===== config.mk =====
export PLATFORM = sky130hd
export DESIGN_NAME = lbc_top
export DESIGN_NICKNAME = d
export VERILOG_FILES = /design/src/hdl/lbc_pkg.sv /design/src/hdl/lbc_hold_if.sv /design/src/hdl/lbc_hold_arb.sv /design/src/hdl/lbc_top.sv
export SDC_FILE = /design/constraint.sdc
export NUM_CORES = 1
export LEC_CHECK = 0
export ABC_CLOCK_PERIOD_IN_PS = 1200
export BUFFER_PORTS_ARGS = -buffer_cell sky130_fd_sc_hd__buf_2
export CORE_MARGIN = 8
export CORE_UTILIZATION = 40
export DETAILED_ROUTE_END_ITERATION = 7
export PLACE_DENSITY = 0.78
export SLEW_MARGIN = 25
export SYNTH_ARGS = -nofsm -noshare
export SYNTH_HDL_FRONTEND = slang
export SYNTH_SLANG_ARGS = --single-unit

===== constraint.sdc =====
create_clock -name core_clk_i -period 1.2 [get_ports core_clk_i]
set_clock_uncertainty 0.05 [all_clocks]
set_input_delay 0.24 -clock core_clk_i [delete_from_list [all_inputs] [get_ports core_clk_i]]
set_output_delay 0.24 -clock core_clk_i [all_outputs]
set_load 0.01 [all_outputs]

===== src/hdl/lbc_pkg.sv =====
// Purpose: Constants and types for the local bus control block
// Assumes: One clock at 50 MHz, inputs synchronous to it
// Notes:   Shared by lbc_top and lbc_hold_arb
package lbc_pkg;
    localparam logic [7:0] LBC_ERR_INT_TYPE = 8'h10;
    localparam int         LBC_CLK_MHZ      = 50;

    typedef enum logic [1:0] {
        LBC_XFER_WORD,
        LBC_XFER_EVEN,
        LBC_XFER_ODD,
        LBC_XFER_REFRESH
    } lbc_xfer_t;

    typedef enum logic [1:0] {
        LBC_OWN_CORE,
        LBC_OWN_FLOAT,
        LBC_OWN_GRANT
    } lbc_own_t;
endpackage : lbc_pkg


===== src/hdl/lbc_hold_if.sv =====
// Purpose: Hold handover signals between top and arbiter
// Assumes: Single clock domain
// Notes:   Top drives requests in, arbiter answers
`timescale 1ns/100ps
`default_nettype none
interface lbc_hold_if;
    logic hold_req;
    logic boundary;
    logic locked;
    logic bus_float;
    logic grant;
    modport arb (input hold_req, boundary, locked, output bus_float, grant);
    modport top (output hold_req, boundary, locked, input bus_float, grant);
endinterface : lbc_hold_if
`default_nettype wire


===== src/hdl/lbc_hold_arb.sv =====
// Purpose: Hold request arbitration and bus release sequencing
// Assumes: Request held high by the other master while it owns the bus
// Notes:   Float precedes grant by one cycle, grant drops in the same cycle as float
`timescale 1ns/100ps
`default_nettype none
module lbc_hold_arb
    import lbc_pkg::*;
(
    input  wire logic   clk_i,  // Clock
    input  wire logic   rst_i,  // Async reset, high
    lbc_hold_if.arb     hif     // Handover signals
);
    lbc_own_t own_q;

    // ------------------------------------------------------------
    // Ownership sequence
    // ------------------------------------------------------------
    always_ff @(posedge clk_i or posedge rst_i) begin
        if (rst_i) begin
            own_q <= LBC_OWN_CORE;
        end else begin
            unique case (own_q)
                LBC_OWN_CORE: begin
                    if (hif.hold_req && hif.boundary && !hif.locked) begin
                        own_q <= LBC_OWN_FLOAT;
                    end
                end
                LBC_OWN_FLOAT: begin
                    own_q <= hif.hold_req ? LBC_OWN_GRANT : LBC_OWN_CORE;
                end
                LBC_OWN_GRANT: begin
                    if (!hif.hold_req) begin
                        own_q <= LBC_OWN_CORE;
                    end
                end
                default: own_q <= LBC_OWN_CORE;
            endcase
        end
    end

    assign hif.bus_float = (own_q != LBC_OWN_CORE);
    assign hif.grant     = (own_q == LBC_OWN_GRANT);
endmodule : lbc_hold_arb
`default_nettype wire


===== src/hdl/lbc_top.sv =====
// Purpose: Local bus control strobes, transceiver control, lock and hold
// Assumes: Core supplies one cycle request with its kind; inputs synchronous
// Notes:   Byte-bus variant chosen by parameter BYTE_BUS
`timescale 1ns/100ps
`default_nettype none
module lbc_top
    import lbc_pkg::*;
#(
    parameter bit BYTE_BUS = 1'b0
)(
    input  wire logic       core_clk_i,               // Clock
    input  wire logic       rst_i,                    // Async reset, high
    input  wire logic       external_reset_n_i,       // External reset, low
    input  wire logic       cyc_start_i,              // Core starts a bus cycle
    input  wire lbc_xfer_t  cyc_kind_i,               // Word/even/odd/refresh
    input  wire logic       cyc_write_i,              // Cycle is a write
    input  wire logic       cyc_coproc_i,             // Cycle targets coprocessor
    input  wire logic       cyc_lock_i,               // Cycle is locked
    input  wire logic       ignore_ready_i,           // Chip select ignores ready
    input  wire logic       instr_boundary_i,         // Core at instruction boundary
    input  wire logic       numeric_start_i,          // Numerics operation begins
    input  wire logic       ready_i,                  // Ready from the bus
    input  wire logic       hold_i,                   // Bus request from master
    input  wire logic       coproc_error_n_i,         // Coprocessor error, low
    output logic            cyc_busy_o,               // Bus cycle in progress
    output logic            cyc_done_o,               // Bus cycle ends, pulse
    output logic            a0_o,                     // Address bit zero
    output logic            upper_byte_enable_n_o,    // Upper byte enable or refresh
    output logic            read_n_o,                 // Read strobe
    output logic            write_n_o,                // Write strobe
    output logic            transceiver_enable_n_o,   // Transceiver enable
    output logic            transceiver_direction_o,  // High transmit, low receive
    output logic            lock_n_o,                 // Lock pin output
    output logic            lock_oe_n_o,              // Lock pin enable, low drives
    output logic            ctrl_oe_n_o,              // Control/data enable, low drives
    output logic            bus_grant_o,              // Bus grant
    output logic            coproc_select_n_o,        // Coprocessor select
    output logic            err_int_o,                // Error interrupt request, pulse
    output logic [7:0]      err_int_type_o            // Interrupt type
);
    // ------------------------------------------------------------
    // Local types and state
    // ------------------------------------------------------------
    typedef enum logic [1:0] {
        LBC_IDLE,
        LBC_ADDR,
        LBC_DATA
    } lbc_state_t;

    lbc_state_t  st_q;
    lbc_xfer_t   kind_q;
    logic        wr_q;
    logic        cop_q;
    logic        lock_q;
    logic        ign_q;
    logic        int_q;
    logic        take;
    logic        finish;
    logic        data_ph;
    logic        act;
    lbc_hold_if  hif ();

    // Cycle accepted only when idle and the bus is still ours
    assign take   = (st_q == LBC_IDLE) && cyc_start_i && !hif.bus_float;
    assign finish = (st_q == LBC_DATA) && (ready_i || ign_q);

    // ------------------------------------------------------------
    // Hold arbitration
    // ------------------------------------------------------------
    assign hif.hold_req = hold_i;
    assign hif.boundary = instr_boundary_i && (st_q == LBC_IDLE) && !cyc_start_i;
    assign hif.locked   = lock_q || cyc_lock_i;

    lbc_hold_arb u_arb (
        .clk_i (core_clk_i),
        .rst_i (rst_i),
        .hif   (hif)
    );

    // ------------------------------------------------------------
    // Bus cycle sequence
    // ------------------------------------------------------------
    always_ff @(posedge core_clk_i or posedge rst_i) begin
        if (rst_i) begin
            st_q <= LBC_IDLE;
        end else begin
            unique case (st_q)
                LBC_IDLE: begin
                    if (take) begin
                        st_q <= LBC_ADDR;
                    end
                end
                LBC_ADDR: begin
                    st_q <= LBC_DATA;
                end
                LBC_DATA: begin
                    if (finish) begin
                        st_q <= LBC_IDLE;
                    end
                end
                default: begin
                    st_q <= LBC_IDLE;
                end
            endcase
        end
    end

    always_ff @(posedge core_clk_i or posedge rst_i) begin
        if (rst_i) begin
            kind_q <= LBC_XFER_WORD;
            wr_q   <= 1'b0;
            cop_q  <= 1'b0;
            ign_q  <= 1'b0;
        end else if (take) begin
            kind_q <= cyc_kind_i;
            wr_q   <= cyc_write_i;
            cop_q  <= cyc_coproc_i;
            ign_q  <= ignore_ready_i;
        end
    end

    // Lock held through the locked cycle
    always_ff @(posedge core_clk_i or posedge rst_i) begin
        if (rst_i) begin
            lock_q <= 1'b0;
        end else if (take) begin
            lock_q <= cyc_lock_i;
        end else if (finish) begin
            lock_q <= 1'b0;
        end
    end

    // ------------------------------------------------------------
    // Cycle status
    // ------------------------------------------------------------
    assign cyc_busy_o = (st_q != LBC_IDLE);
    assign cyc_done_o = finish;
    assign data_ph    = (st_q == LBC_DATA) && (kind_q != LBC_XFER_REFRESH);
    assign act        = (st_q != LBC_IDLE);

    // ------------------------------------------------------------
    // Byte lanes
    // ------------------------------------------------------------
    always_ff @(posedge core_clk_i or posedge rst_i) begin
        if (rst_i) begin
            a0_o                  <= 1'b1;
            upper_byte_enable_n_o <= 1'b1;
        end else begin
            a0_o <= act && (kind_q == LBC_XFER_ODD || kind_q == LBC_XFER_REFRESH);
            if (BYTE_BUS) begin
                // Pin serves as refresh_strobe_n on the byte bus
                upper_byte_enable_n_o <= !(act && kind_q == LBC_XFER_REFRESH);
            end else begin
                upper_byte_enable_n_o <= !(act && (kind_q == LBC_XFER_WORD
                                         || kind_q == LBC_XFER_ODD));
            end
        end
    end

    // ------------------------------------------------------------
    // Read and write strobes
    // ------------------------------------------------------------
    always_ff @(posedge core_clk_i or posedge rst_i) begin
        if (rst_i) begin
            read_n_o  <= 1'b1;
            write_n_o <= 1'b1;
        end else begin
            read_n_o  <= !(data_ph && !wr_q);
            write_n_o <= !(data_ph && wr_q);
        end
    end

    // ------------------------------------------------------------
    // Transceiver control
    // ------------------------------------------------------------
    always_ff @(posedge core_clk_i or posedge rst_i) begin
        if (rst_i) begin
            transceiver_enable_n_o  <= 1'b1;
            transceiver_direction_o <= 1'b0;
        end else begin
            transceiver_enable_n_o <= !data_ph;
            if (act) begin
                transceiver_direction_o <= wr_q;
            end
        end
    end

    // ------------------------------------------------------------
    // Coprocessor select
    // ------------------------------------------------------------
    always_ff @(posedge core_clk_i or posedge rst_i) begin
        if (rst_i) begin
            coproc_select_n_o <= 1'b1;
        end else begin
            coproc_select_n_o <= BYTE_BUS ? 1'b1 : !(act && cop_q);
        end
    end

    // ------------------------------------------------------------
    // Lock pin and bus release
    // ------------------------------------------------------------
    assign lock_n_o    = !lock_q;
    assign lock_oe_n_o = !external_reset_n_i || hif.bus_float;
    assign ctrl_oe_n_o = hif.bus_float;
    assign bus_grant_o = hif.grant;

    // ------------------------------------------------------------
    // Coprocessor error
    // ------------------------------------------------------------
    always_ff @(posedge core_clk_i or posedge rst_i) begin
        if (rst_i) begin
            int_q <= 1'b0;
        end else begin
            int_q <= !BYTE_BUS && numeric_start_i && !coproc_error_n_i;
        end
    end

    assign err_int_o      = int_q;
    assign err_int_type_o = LBC_ERR_INT_TYPE;
endmodule : lbc_top
`default_nettype wire


Word level (Yosys, flattened, before mapping)

Cells that the tools add are included.

Div/mod/pow operators: 0
Muxes and demuxes: 9
Equal/unequal tests: 11
Multiply operators: 0
Bitwise operators: 0
Shifts and indexed selects: 0
$lt $le $gt $ge: 0
Reduce and logical (&&, ||, !) cells: 39
Add/sub/neg operators: 0

Operators with widths:

| operator             | count |
|---|---|
| $logic_and A1 B1 Y1  | 14 |
| $logic_not A1 Y1     | 12 |
| $pmux W2 S3          | 2 |
| $mux W2              | 5 |
| $eq A2 B2 Y1 const B | 4 |
| $ne A2 B2 Y1 const B | 4 |
| $logic_not A2 Y1     | 3 |
| $reduce_bool A2 Y1   | 3 |
| $logic_or A1 B1 Y1   | 5 |
| $eq A2 B1 Y1 const B | 2 |
| $reduce_and A2 Y1    | 2 |
| $mux W1              | 2 |
| $ne A2 B1 Y1 const B | 1 |

Memories kept: 0
Memory bits (writable): 0
Latch bits: 0
Bits of input ports: 15
Memory bits (read-only): 0
Output and inout port bits: 22
Logic and storage cells: 74
Bits in registers: 18

Longest topological paths before layout

Gate-level depths: netlist of run 1.

Depth after elaboration: 7
Gate-level depth with buffers: 3
Gate-level depth less buffers: 3

Cells and area by module

From an unflattened synthesis of run 1, not the netlist that was laid out.

Cells, all modules: 64
Area total of the unflattened synthesis: 775.7 um^2

By module, submodules not included:

| module       | instances | area an instance (um^2) | cells an instance | sequential area each (um^2) |
|---|---|---|---|---|
| lbc_top      | 1         | 681.9                   | 55                | 407.9 |
| lbc_hold_arb | 1         | 93.8                    | 9                 | 50.0 |

Worst setup path before layout of run 1

OpenSTA, ideal clock, no wires.

Kind: reg-to-reg
Start point: register st_q[0]
End point: register cop_q
Buffers on the path: 0
Slack: -0.007 ns
Setup time: 0.125 ns
Arrival time: 1.032 ns
Stages on the path, launching flop included: 4
Period minus slack after synthesis: 1.207 ns
Required time: 1.025 ns
Cells stage by stage: dfrtp_1 > nor2_4 > nand3_4 > mux2_4

Word-level cells in the longest chain between the ends: 3

RTL lines:

| item                             | line           | RTL |
|---|---|---|
| start, declared                  | lbc_top.sv:50  | `lbc_state_t st_q;` |
| start signal, assigned           | lbc_top.sv:85  | `st_q <= LBC_IDLE;` |
| start signal, assigned           | lbc_top.sv:90  | `st_q <= LBC_ADDR;` |
| start signal, assigned           | lbc_top.sv:94  | `st_q <= LBC_DATA;` |
| $logic_not A2 Y1                 | lbc_top.sv:64  | `assign take = (st_q == LBC_IDLE) && cyc_start_i && !hif.bus_float;` |
| $logic_and A1 B1 Y1 (2 in a row) | lbc_top.sv:64  |  |
| end signal, assigned             | lbc_top.sv:117 | `cop_q <= cyc_coproc_i;` |
| end, declared                    | lbc_top.sv:53  | `logic cop_q;` |

No other way between the ends.
A chain may end at the register's enable or synchronous reset.

Worst setup path after layout of run 1

Start point: register u_arb.own_q[0]
End point: output bus_grant_o

Word-level cells in the longest chain between the ends: 1

RTL lines:

| item                   | line               | RTL |
|---|---|---|
| start, declared        | lbc_hold_arb.sv:13 | `lbc_own_t own_q;` |
| start signal, assigned | lbc_hold_arb.sv:29 | `own_q <= hif.hold_req ? LBC_OWN_GRANT : LBC_OWN_CORE;` |
| $eq A2 B2 Y1           | lbc_hold_arb.sv:42 | `assign hif.grant = (own_q == LBC_OWN_GRANT);` |
| end, declared          | lbc_top.sv:36      | `output logic bus_grant_o,` |

No other way between the ends.

==> results of run 1 <==
cell families (layout without fill, tap and decap cells):
kind of cell	Yosys count	count (layout)
simple gates	18	18
compound gates	3	3
mux	8	8
other cells	2	8
flops	18	18
buf+inv	15	55
stage by stage:
stage / hold slack [ns] / TNS, ns / area [um^2] / instances / total power, W
finish: 0.0395 / -1.80 / 1220 / 137 / 0.00277
global route: 0.0328 / -2.78 / 1220 / 137 / 0.00295
CTS: 0.0353 / -1.58 / 1140 / 134 / 0.00251
detailed placement: 0.148 / -0.0846 / 1000 / 126 / 0.00196
global placement: 0.136 / 0 / 1000 / 126 / 0.00192
floorplan: 0.124 / -0.0347 / 818 / 70 / 0.00158
metal layers:
layer / wire length, um / share of wire (%)
met1: 791 / 41
met2: 986 / 51
met3: 95 / 4.9
met4: 55 / 2.9
met5: 0 / 0
cell usage in the layout, fill, tap and decap left out:
master / n
nor2b_1: 2
nand3_4: 1
inv_1: 3
o21a_1: 1
mux2i_1: 2
nor2_4: 2
inv_2: 3
nor4b_2: 1
buf_6: 17
o21ai_1: 1
conb_1: 8
or2_2: 1
dlygate4sd3_1: 1
and2b_1: 1
buf_4: 8
nand2b_4: 1
clkbuf_4: 3
buf_2: 19
nand4_1: 1
and2b_2: 1
nor2_2: 2
dfstp_2: 6
inv_4: 1
nand2b_1: 1
nand2_1: 3
nand2_4: 1
a21oi_4: 1
mux2_4: 6
dfrtp_1: 12
how the worst max path moves through the flow:
| stage | endpoint | depth (start not counted) | startpoint |
|---|---|---|---|
| final | bus_grant_o | 3 | u_arb.own_q[0] |
| after global routing | bus_grant_o | 3 | u_arb.own_q[0] |
| after CTS | bus_grant_o | 3 | u_arb.own_q[0] |
| after detailed placement | ign_q | 3 | st_q[0] |
| after global placement | wr_q | 3 | u_arb.own_q[0] |
| after floorplan | cop_q | 3 | st_q[0] |
power by group:
part           internal [W]  switching (W)  leakage [nW]
Combinational      0.000875       0.000539         0.410
Clock              0.000116       0.000170        0.0138
Sequential         0.000881       0.000188         0.212
Total               0.00187       0.000898         0.636
final cells by class:
class | instances | area (um^2)
fillers | 156 | 702
flip-flops and latches | 18 | 458
repair buffers | 45 | 357
multi-input cells | 37 | 320
well taps | 27 | 33.8
inverters | 7 | 28.8
clock buffers | 3 | 22.5
repair_timing:
| item | CTS | global route |
|---|---|---|
| buffers inserted | 4 | 6 |
| endpoints found under the hold margin | 2 | 0 |
| pin swaps | 3 | 4 |
| hold buffers | 1 | 0 |
| gates resized for setup | 16 | 19 |
| cloned | 0 | 0 |
| setup endpoints to repair | 18 | 23 |
==> reports/results.txt, run 1 <==
Post-Synthesis Cell Area: 796 um^2
Via count: 600
Global-route wire length before repair: 3.21 mm
H-tree depth: 1
Die X: 60.6 um
RSZ-0062 raised after global routing: true
Post-Synth XOR/XNOR Area: 0%
DR DRC count: 0
Final setup fails: 18
Status: complete, but fails checks
Slowest-stage cell, CP: dfrtp_1
Syn_area_per_cell: 12.4 um^2
CTS Buf Count: 3
Hold EP: err_int_o
Met1 GRT Util: 12.6%
Cell family with most CP delay: flip-flops
Number of synthesized flops with an enable pin: 0
Reg-to-reg endpoint: kind_q[1]
Largest family of logic cells by synthesized area: simple AND/OR/NAND/NOR gates
Yosys top cell area share: 37.7%
Area delta synth->final: 53.3%
Setup WS post-layout: -0.254 ns
Yosys warning total: 0
Routed vias/inst: 4.38
Initial cell density of the core: 41.4%
Largest net degree at the start of global routing: 11
Worst R2R Path Depth: 4
IO buf count: 28
Most numerous cell in the Yosys netlist: dfrtp_1
Post-Route WL: 1.93 mm
FP Rows: 16
Met3 Use GR: 2.12%
Failing checks: setup timing
Synth Area in Simple Gates: 15.1%
Register bit count reported by yosys: 18
Synthesized-area fraction occupied by adder cells: 0%
Buf+Inv Stages, Crit Path: 2
Die height: 60.6 um
Max Clock Freq: 0.688 GHz
Worst-path maximum fanout: 2
Final Max Slew Viols: 0
Mux share of post-synthesis cell area: 13.4%
Critical Path AT: 1.16 ns
Pre-CTS setup slack: -0.0222 ns
Worst-path clk slew: 0.10 ns
Top flop regs: kind_q (2), st_q (2), u_arb.own_q (2)
Yosys cell types: 23
CP Capture Type: primary output
Overflow after GRT: 0
Leakage: 0.636 nW
Routability cong.: 0.783
CTS root buffer: clkbuf_4
Top Ports: 37
Fraction of layout cells with a size suffix above 1: 67.3%
Ant diodes: 0
Vias in the first global route: 693
Startpoint class of the critical path: flip-flop
Synth Area in Compound Gates: 2.20%
Max-cap violations: 0
CTS tree: built
Fin crit share: 121%
Post-synthesis cell count: 64
Final net count: 127
Synth Flop Type: dfrtp_1
Clock latency on the worst-skew pair: 0.28 ns
Post-synthesis sequential area ratio: 57.5%
Clock tree buffer depth: 2
Slowest Stage Delay on Critical Path: 0.43 ns
Minimum clock period: 1.45 ns
Synth area leaders: dfrtp_1 38%, dfstp_2 20%, mux2_4 9.4%
Setup slack, reg-to-reg: -0.13 ns
DR iter-0 viols: 5
HP Class: input port to flip-flop
Crit-path cells: buf_6, and2b_1, buf_2
Routed len/inst: 14.1 um
GR peak layer: met2
Kind of critical path: flip-flop to primary output
HP Start: coproc_error_n_i
R2r startpoint: st_q[0]
Die area: 0.00367 mm^2
Detailed placer's ending HPWL: 1.31 mm
Worst Hold Depth: 2
Placeable Area: 0.00192 mm^2
Async S/R FF share, synth: 100%
Initial antenna violation count: 0
Total iterations of the first detailed-routing run: 4
Hold Violations, Final: 0
Synth top cells by count: 12 x dfrtp_1, 8 x buf_4, 7 x inv_1
Detail Route Antenna Nets: 0
Cell accounting for the most synthesized area: dfrtp_1
GRT Total Usage: 11.7%
Routing usage on met2: 20.2%
Cell Pwr Density: 2270 mW/mm^2
Clock sinks: 18
Worst VDD drop: 1130 uV
CP Data Required Time: 0.91 ns
Fin util: 63.5%
Note: power is estimated with default switching activity, not from simulation.
==> run 2, diff against run 1 <==
--- a/config.mk
+++ b/config.mk
@@ -5,12 +5,12 @@
 export SDC_FILE = /design/constraint.sdc
 export NUM_CORES = 1
 export LEC_CHECK = 0
-export ABC_CLOCK_PERIOD_IN_PS = 1200
+export ABC_CLOCK_PERIOD_IN_PS = 1600
 export BUFFER_PORTS_ARGS = -buffer_cell sky130_fd_sc_hd__buf_2
 export CORE_MARGIN = 8
-export CORE_UTILIZATION = 40
+export CORE_UTILIZATION = 44
 export DETAILED_ROUTE_END_ITERATION = 7
-export PLACE_DENSITY = 0.78
+export PLACE_DENSITY = 0.81
 export SLEW_MARGIN = 25
 export SYNTH_ARGS = -nofsm -noshare
 export SYNTH_HDL_FRONTEND = slang
==> constraint.sdc (replaced) <==
create_clock -name core_clk_i -period 1.6 [get_ports core_clk_i]
set_clock_uncertainty 0.05 [all_clocks]
set_input_delay 0.32 -clock core_clk_i [delete_from_list [all_inputs] [get_ports core_clk_i]]
set_output_delay 0.32 -clock core_clk_i [all_outputs]
set_load 0.01 [all_outputs]
==> reports/results.txt, run 2 (synthesis gave the netlist of run 1 again) <==
Setup WS post-layout: 0.0850 ns (was -0.254 ns)
Minimum clock period: 1.52 ns
FP Rows: 15 (was 16)
IO buf count: 28 (unchanged)
Reg-to-reg endpoint: cop_q (was kind_q[1])
Design area: 988 um^2 (was 0.00122 mm^2)
Global-route wire length before repair: 2.22 mm (was 3.21 mm)
H-tree depth: 1 (unchanged)
Cell Pwr Density: 1700 mW/mm^2 (was 2270 mW/mm^2)
Fill cells: 150 (was 156)
Worst VDD drop: 725 uV (was 1130 uV)
Routed vias/inst: 4.23 (was 4.38)
DR DRC count: 0 (unchanged)
Post-Route WL: 1.47 mm (was 1.93 mm)
CTS Buf Count: 3 (unchanged)
Startpoint class of the critical path: flip-flop (unchanged)
Fin crit share: 94.7%
WHS: 0.0510 ns (was 0.0395 ns)
Total iterations of the first detailed-routing run: 4 (unchanged)
Crit-path cells: nand2b_1, nor2_1, buf_2 (was buf_6, and2b_1, buf_2)
Area post-placement: 930 um^2 (was 1000 um^2)
Routability cong.: 0.762 (was 0.783)
Routed len/inst: 12.0 um (was 14.1 um)
Commonest non-fill, non-tap cell in the layout: buf_2 (unchanged)
GRT Total Usage: 8.63% (was 11.7%)
Clock latency on the worst-skew pair: 0.28 ns (about the same)
Final setup fails: 0 (was 18)
CTS root buffer: clkbuf_4 (unchanged)
Vias in the first global route: 519 (was 693)
Die area: 0.00343 mm^2 (was 0.00367 mm^2)
Die height: 58.5 um (was 60.6 um)
Status: finished clean (was complete, but fails checks)
Critical Path AT: 1.15 ns (was 1.16 ns)
Slowest Stage Delay on Critical Path: 0.43 ns (about the same)
Placeable Area: 0.00171 mm^2 (was 0.00192 mm^2)
Top Ports: 37 (unchanged)
Hold Violations, Final: 0 (unchanged)
Initial cell density of the core: 46.6% (was 41.4%)
Largest net degree at the start of global routing: 19 (was 11)
Clock sinks: 18 (unchanged)
Die X: 58.5 um (was 60.6 um)
Slowest-stage cell, CP: dfrtp_1 (unchanged)
CTS Hold Bufs: 0 (was 1)
Area delta synth->final: 24.2% (was 53.3%)
CTS tree: built (unchanged)
Max-cap violations: 0 (unchanged)
DR iter-0 viols: 4 (was 5)
Worst-path maximum fanout: 3 (was 2)
Leakage: 0.535 nW (was 0.636 nW)
Worst R2R Path Depth: 4 (unchanged)
Pre-CTS setup slack: 0.283 ns (was -0.0222 ns)
HP Class: input port to async pin (was input port to flip-flop)
Kind of critical path: flip-flop to primary output (unchanged)
Via count: 516 (was 600)
Resize count post-CTS: 0 (was 16)
Clock tree buffer depth: 2 (unchanged)
Detail Route Antenna Nets: 0 (unchanged)
Overflow after GRT: 0 (unchanged)
CP Data Required Time: 1.23 ns (was 0.91 ns)
Slew margin rel.: 57.4%
Final Max Slew Viols: 0 (unchanged)
CP Capture Type: primary output (unchanged)
Max Clock Freq: 0.660 GHz
Actual slew at the worst max-slew pin: 0.638 ns
R2r startpoint: st_q[1] (was st_q[0])
Post-CTS setup buffer count: 0 (was 4)
Most frequent cells in the layout: 28 x buf_2, 12 x dfrtp_1, 8 x conb_1, 7 x inv_1, 6 x dfstp_2 (was 19 x buf_2, 17 x buf_6, 12 x dfrtp_1, 8 x conb_1, 8 x buf_4)
Worst-path clk slew: 0.09 ns (was 0.10 ns)
Fraction of layout cells with a size suffix above 1: 53.6% (was 67.3%)
Initial antenna violation count: 0 (unchanged)
Top flop regs: kind_q (2), st_q (2), u_arb.own_q (2) (unchanged)
Ant diodes: 0 (unchanged)
Setup slack, reg-to-reg: 0.24 ns (was -0.13 ns)
Detailed placer's ending HPWL: 1.20 mm (was 1.31 mm)
Final net count: 113 (was 127)
run 2: cell types whose count changed in the layout (fill, tap and decap cells not counted), moves of 2 or more:
cell | before | now
buf_6 | 17 | 0
buf_2 | 19 | 28
buf_4 | 8 | 3
inv_1 | 3 | 7
inv_2 | 3 | 0
nor2_1 | 0 | 2
run 2: metal layers:
metal  up-vias  track usage, %  wire, um
met5         -               0         0
li1        251               -         -
met1       237            8.52       552
met3         4            4.57       170
met4         0            6.29        42
met2        24            13.5       704
run 2: cell type report:
class,instances,area (um^2),area share (%)
multi-input cells,37,274,27.7
well taps,25,31.3,3.16
repair buffers,31,163,16.5
clock buffers,4,36.3,3.67
inverters,7,26.3,2.66
flip-flops and latches,18,458,46.3
run 2: power by group:
group	total, W	switching (W)	internal (W)
registers	0.000763	0.000105	0.000658
clock network	0.000267	0.000128	0.000139
logic	0.000646	0.000292	0.000354
total	0.00168	0.000525	0.00115
run 2: through the flow:
stage	cells	util, %	setup TNS (ns)	total power (W)
5_1_grt	122	57.9	-0.0122	0.00180
3_3_place_gp	115	54.4	0	0.00134
3_5_place_dp	115	54.4	0	0.00137
6_report	122	57.9	0	0.00168
2_1_floorplan	70	-	0	0.00118
4_1_cts	119	56.6	0	0.00164
run 2: worst max-delay path by stage:
| stage | startpoint | to | slack (ns) |
|---|---|---|---|
| floorplan | st_q[0] | cop_q | 0.39 |
| global placement | st_q[0] | wr_q | 0.31 |
| detailed placement | st_q[0] | cop_q | 0.28 |
| CTS | st_q[0] | cyc_done_o | 0.04 |
| global route | st_q[0] | cyc_done_o | -0.01 |
| finish | st_q[0] | cyc_done_o | 0.08 |
run 2: critical path, delay by kind of cell, from the launching register on:
family / cells / cell delay, ns
flops: 1 / 0.43
simple gates: 2 / 0.30
buf+inv: 1 / 0.13
==> run 3, diff against run 2 <==
--- a/config.mk
+++ b/config.mk
@@ -11,6 +11,7 @@
 export CORE_UTILIZATION = 44
 export DETAILED_ROUTE_END_ITERATION = 7
 export PLACE_DENSITY = 0.81
+export REMOVE_ABC_BUFFERS = 1
 export SLEW_MARGIN = 25
 export SYNTH_ARGS = -nofsm -noshare
 export SYNTH_HDL_FRONTEND = slang
==> reports/results.txt, run 3 (synthesis gave the netlist of run 1 again) <==
H-tree depth: 1 (unchanged)
Slew margin rel.: 57.9% (was 57.4%)
Fraction of layout cells with a size suffix above 1: 54.3% (was 53.6%)
Status: finished clean (unchanged)
Max-cap violations: 0 (unchanged)
Design area: 980 um^2 (was 988 um^2)
Slowest Stage Delay on Critical Path: 0.44 ns (was 0.43 ns)
Total iterations of the first detailed-routing run: 4 (unchanged)
Initial cell density of the core: 46.6% (unchanged)
CTS root buffer: clkbuf_4 (unchanged)
GRT Total Usage: 9.59% (was 8.63%)
CP Capture Type: primary output (unchanged)
IO buf count: 28 (unchanged)
Clock latency on the worst-skew pair: 0.30 ns (was 0.28 ns)
HP Class: input port to async pin (unchanged)
Detailed placer's ending HPWL: 1.27 mm (was 1.20 mm)
DR iter-0 viols: 3 (was 4)
Clock sinks: 18 (unchanged)
R2r startpoint: st_q[0] (was st_q[1])
Detail Route Antenna Nets: 0 (unchanged)
Overflow after GRT: 0 (unchanged)
Cell Pwr Density: 1700 mW/mm^2 (about the same)
DR DRC count: 0 (unchanged)
Max Clock Freq: 0.653 GHz (was 0.660 GHz)
Startpoint class of the critical path: flip-flop (unchanged)
Initial antenna violation count: 0 (unchanged)
FP Rows: 15 (unchanged)
Slowest-stage cell, CP: dfrtp_1 (unchanged)
Die height: 58.5 um (unchanged)
Hold Violations, Final: 0 (unchanged)
CTS tree: built (unchanged)
Fin crit share: 95.7% (was 94.7%)
Worst-path clk slew: 0.10 ns (was 0.09 ns)
Placed cells: 115 (unchanged)
Routed len/inst: 12.9 um (was 12.0 um)
Ant diodes: 0 (unchanged)
Kind of critical path: flip-flop to primary output (unchanged)
Routed vias/inst: 4.35 (was 4.23)
Global-route wire length before repair: 2.45 mm (was 2.22 mm)
Commonest non-fill, non-tap cell in the layout: buf_2 (unchanged)
Final setup fails: 0 (unchanged)
Die X: 58.5 um (unchanged)
Worst VDD drop: 904 uV (was 725 uV)
Multi-input gate area: 287 um^2 (was 274 um^2)
Setup WS post-layout: 0.0691 ns (was 0.0850 ns)
Clock tree buffer depth: 2 (unchanged)
Pre-CTS setup slack: 0.301 ns (was 0.283 ns)
Final net count: 110 (was 113)
Setup slack, reg-to-reg: 0.30 ns (was 0.24 ns)
Area delta synth->final: 23.1% (was 24.2%)
RSZ-0062 raised after global routing: false
Routability cong.: 0.687 (was 0.762)
Worst-path maximum fanout: 6 (was 3)
Top flop regs: kind_q (2), st_q (2), u_arb.own_q (2) (unchanged)
Via count: 518 (was 516)
CTS Buf Count: 3 (unchanged)
Final Max Slew Viols: 0 (unchanged)
Critical Path AT: 1.16 ns (was 1.15 ns)
Minimum clock period: 1.53 ns (was 1.52 ns)
Fin cells: 119 (was 122)
Reg area: 459 um^2 (was 458 um^2)
Die area: 0.00343 mm^2 (unchanged)
Reg-to-reg endpoint: wr_q (was cop_q)
Fill cells: 149 (was 150)
CTS Hold Bufs: 0 (unchanged)
CP Data Required Time: 1.23 ns (about the same)
Leakage: 0.525 nW (was 0.535 nW)
Placeable Area: 0.00171 mm^2 (unchanged)
Top Ports: 37 (unchanged)
Largest net degree at the start of global routing: 19 (unchanged)
TNS Setup: 0 ns (unchanged)
Post-Route WL: 1.53 mm (was 1.47 mm)
Area post-placement: 930 um^2 (unchanged)
Worst R2R Path Depth: 3 (was 4)
Crit-path cells: nor2_4, inv_1, buf_2 (was nand2b_1, nor2_1, buf_2)
Vias in the first global route: 565 (was 519)
Actual slew at the worst max-slew pin: 0.631 ns (was 0.638 ns)
Most frequent cells in the layout: 28 x buf_2, 11 x dfrtp_1, 8 x conb_1, 7 x inv_1, 6 x dfstp_2 (was 28 x buf_2, 12 x dfrtp_1, 8 x conb_1, 7 x inv_1, 6 x dfstp_2)
## run 3: metrics by stage
stage	util (%)	hold slack (ns)	power [W]
finish	57.4	0.0327	0.00166
global route	57.4	0.0853	0.00177
CTS	56.6	0.0525	0.00165
detailed placement	54.4	0.350	0.00138
global placement	54.4	0.342	0.00134
floorplan	-	0.204	0.00117
## run 3: final cells by class
type	count	area share, %
Clock buffer	4	3.70
Multi-Input combinational cell	37	29.2
Timing Repair Buffer	28	14.3
Tap cell	25	3.19
Sequential cell	18	46.9
Inverter	7	2.68
## run 3: critical path, delay by kind of cell, from the launching register on
family / cells / cell delay [ns]
buf+inv: 2 / 0.22
flops: 1 / 0.44
simple gates: 1 / 0.20
## run 3: layer usage
metal	track usage, %	vias up	share of wire (%)
met1	8.28	241	37
met3	4.35	6	11
li1	-	243	-
met4	8.39	0	4.1
met5	0	-	0
met2	16.4	28	48
## run 3: where the power goes
group          internal [W]  switching (W)  leakage, nW
Combinational      0.000319       0.000285        0.294
Sequential         0.000660       0.000114        0.211
Clock              0.000139       0.000144       0.0210
Total               0.00112       0.000543        0.525
## run 3: how the worst max path moves through the flow
stage,start,end,slack [ns],cells past startpoint
2_1_floorplan,st_q[0],cop_q,0.39,3
3_3_place_gp,u_arb.own_q[0],ign_q,0.33,3
3_5_place_dp,u_arb.own_q[0],wr_q,0.30,3
4_1_cts,st_q[0],cyc_done_o,0.03,3
5_1_grt,st_q[0],cyc_busy_o,0.01,3
6_report,st_q[0],cyc_busy_o,0.07,3
## run 3: repair_timing
action	4_1_cts	5_1_grt
gates resized for setup	0	3
setup endpoints to repair	0	2
buffers inserted	0	0
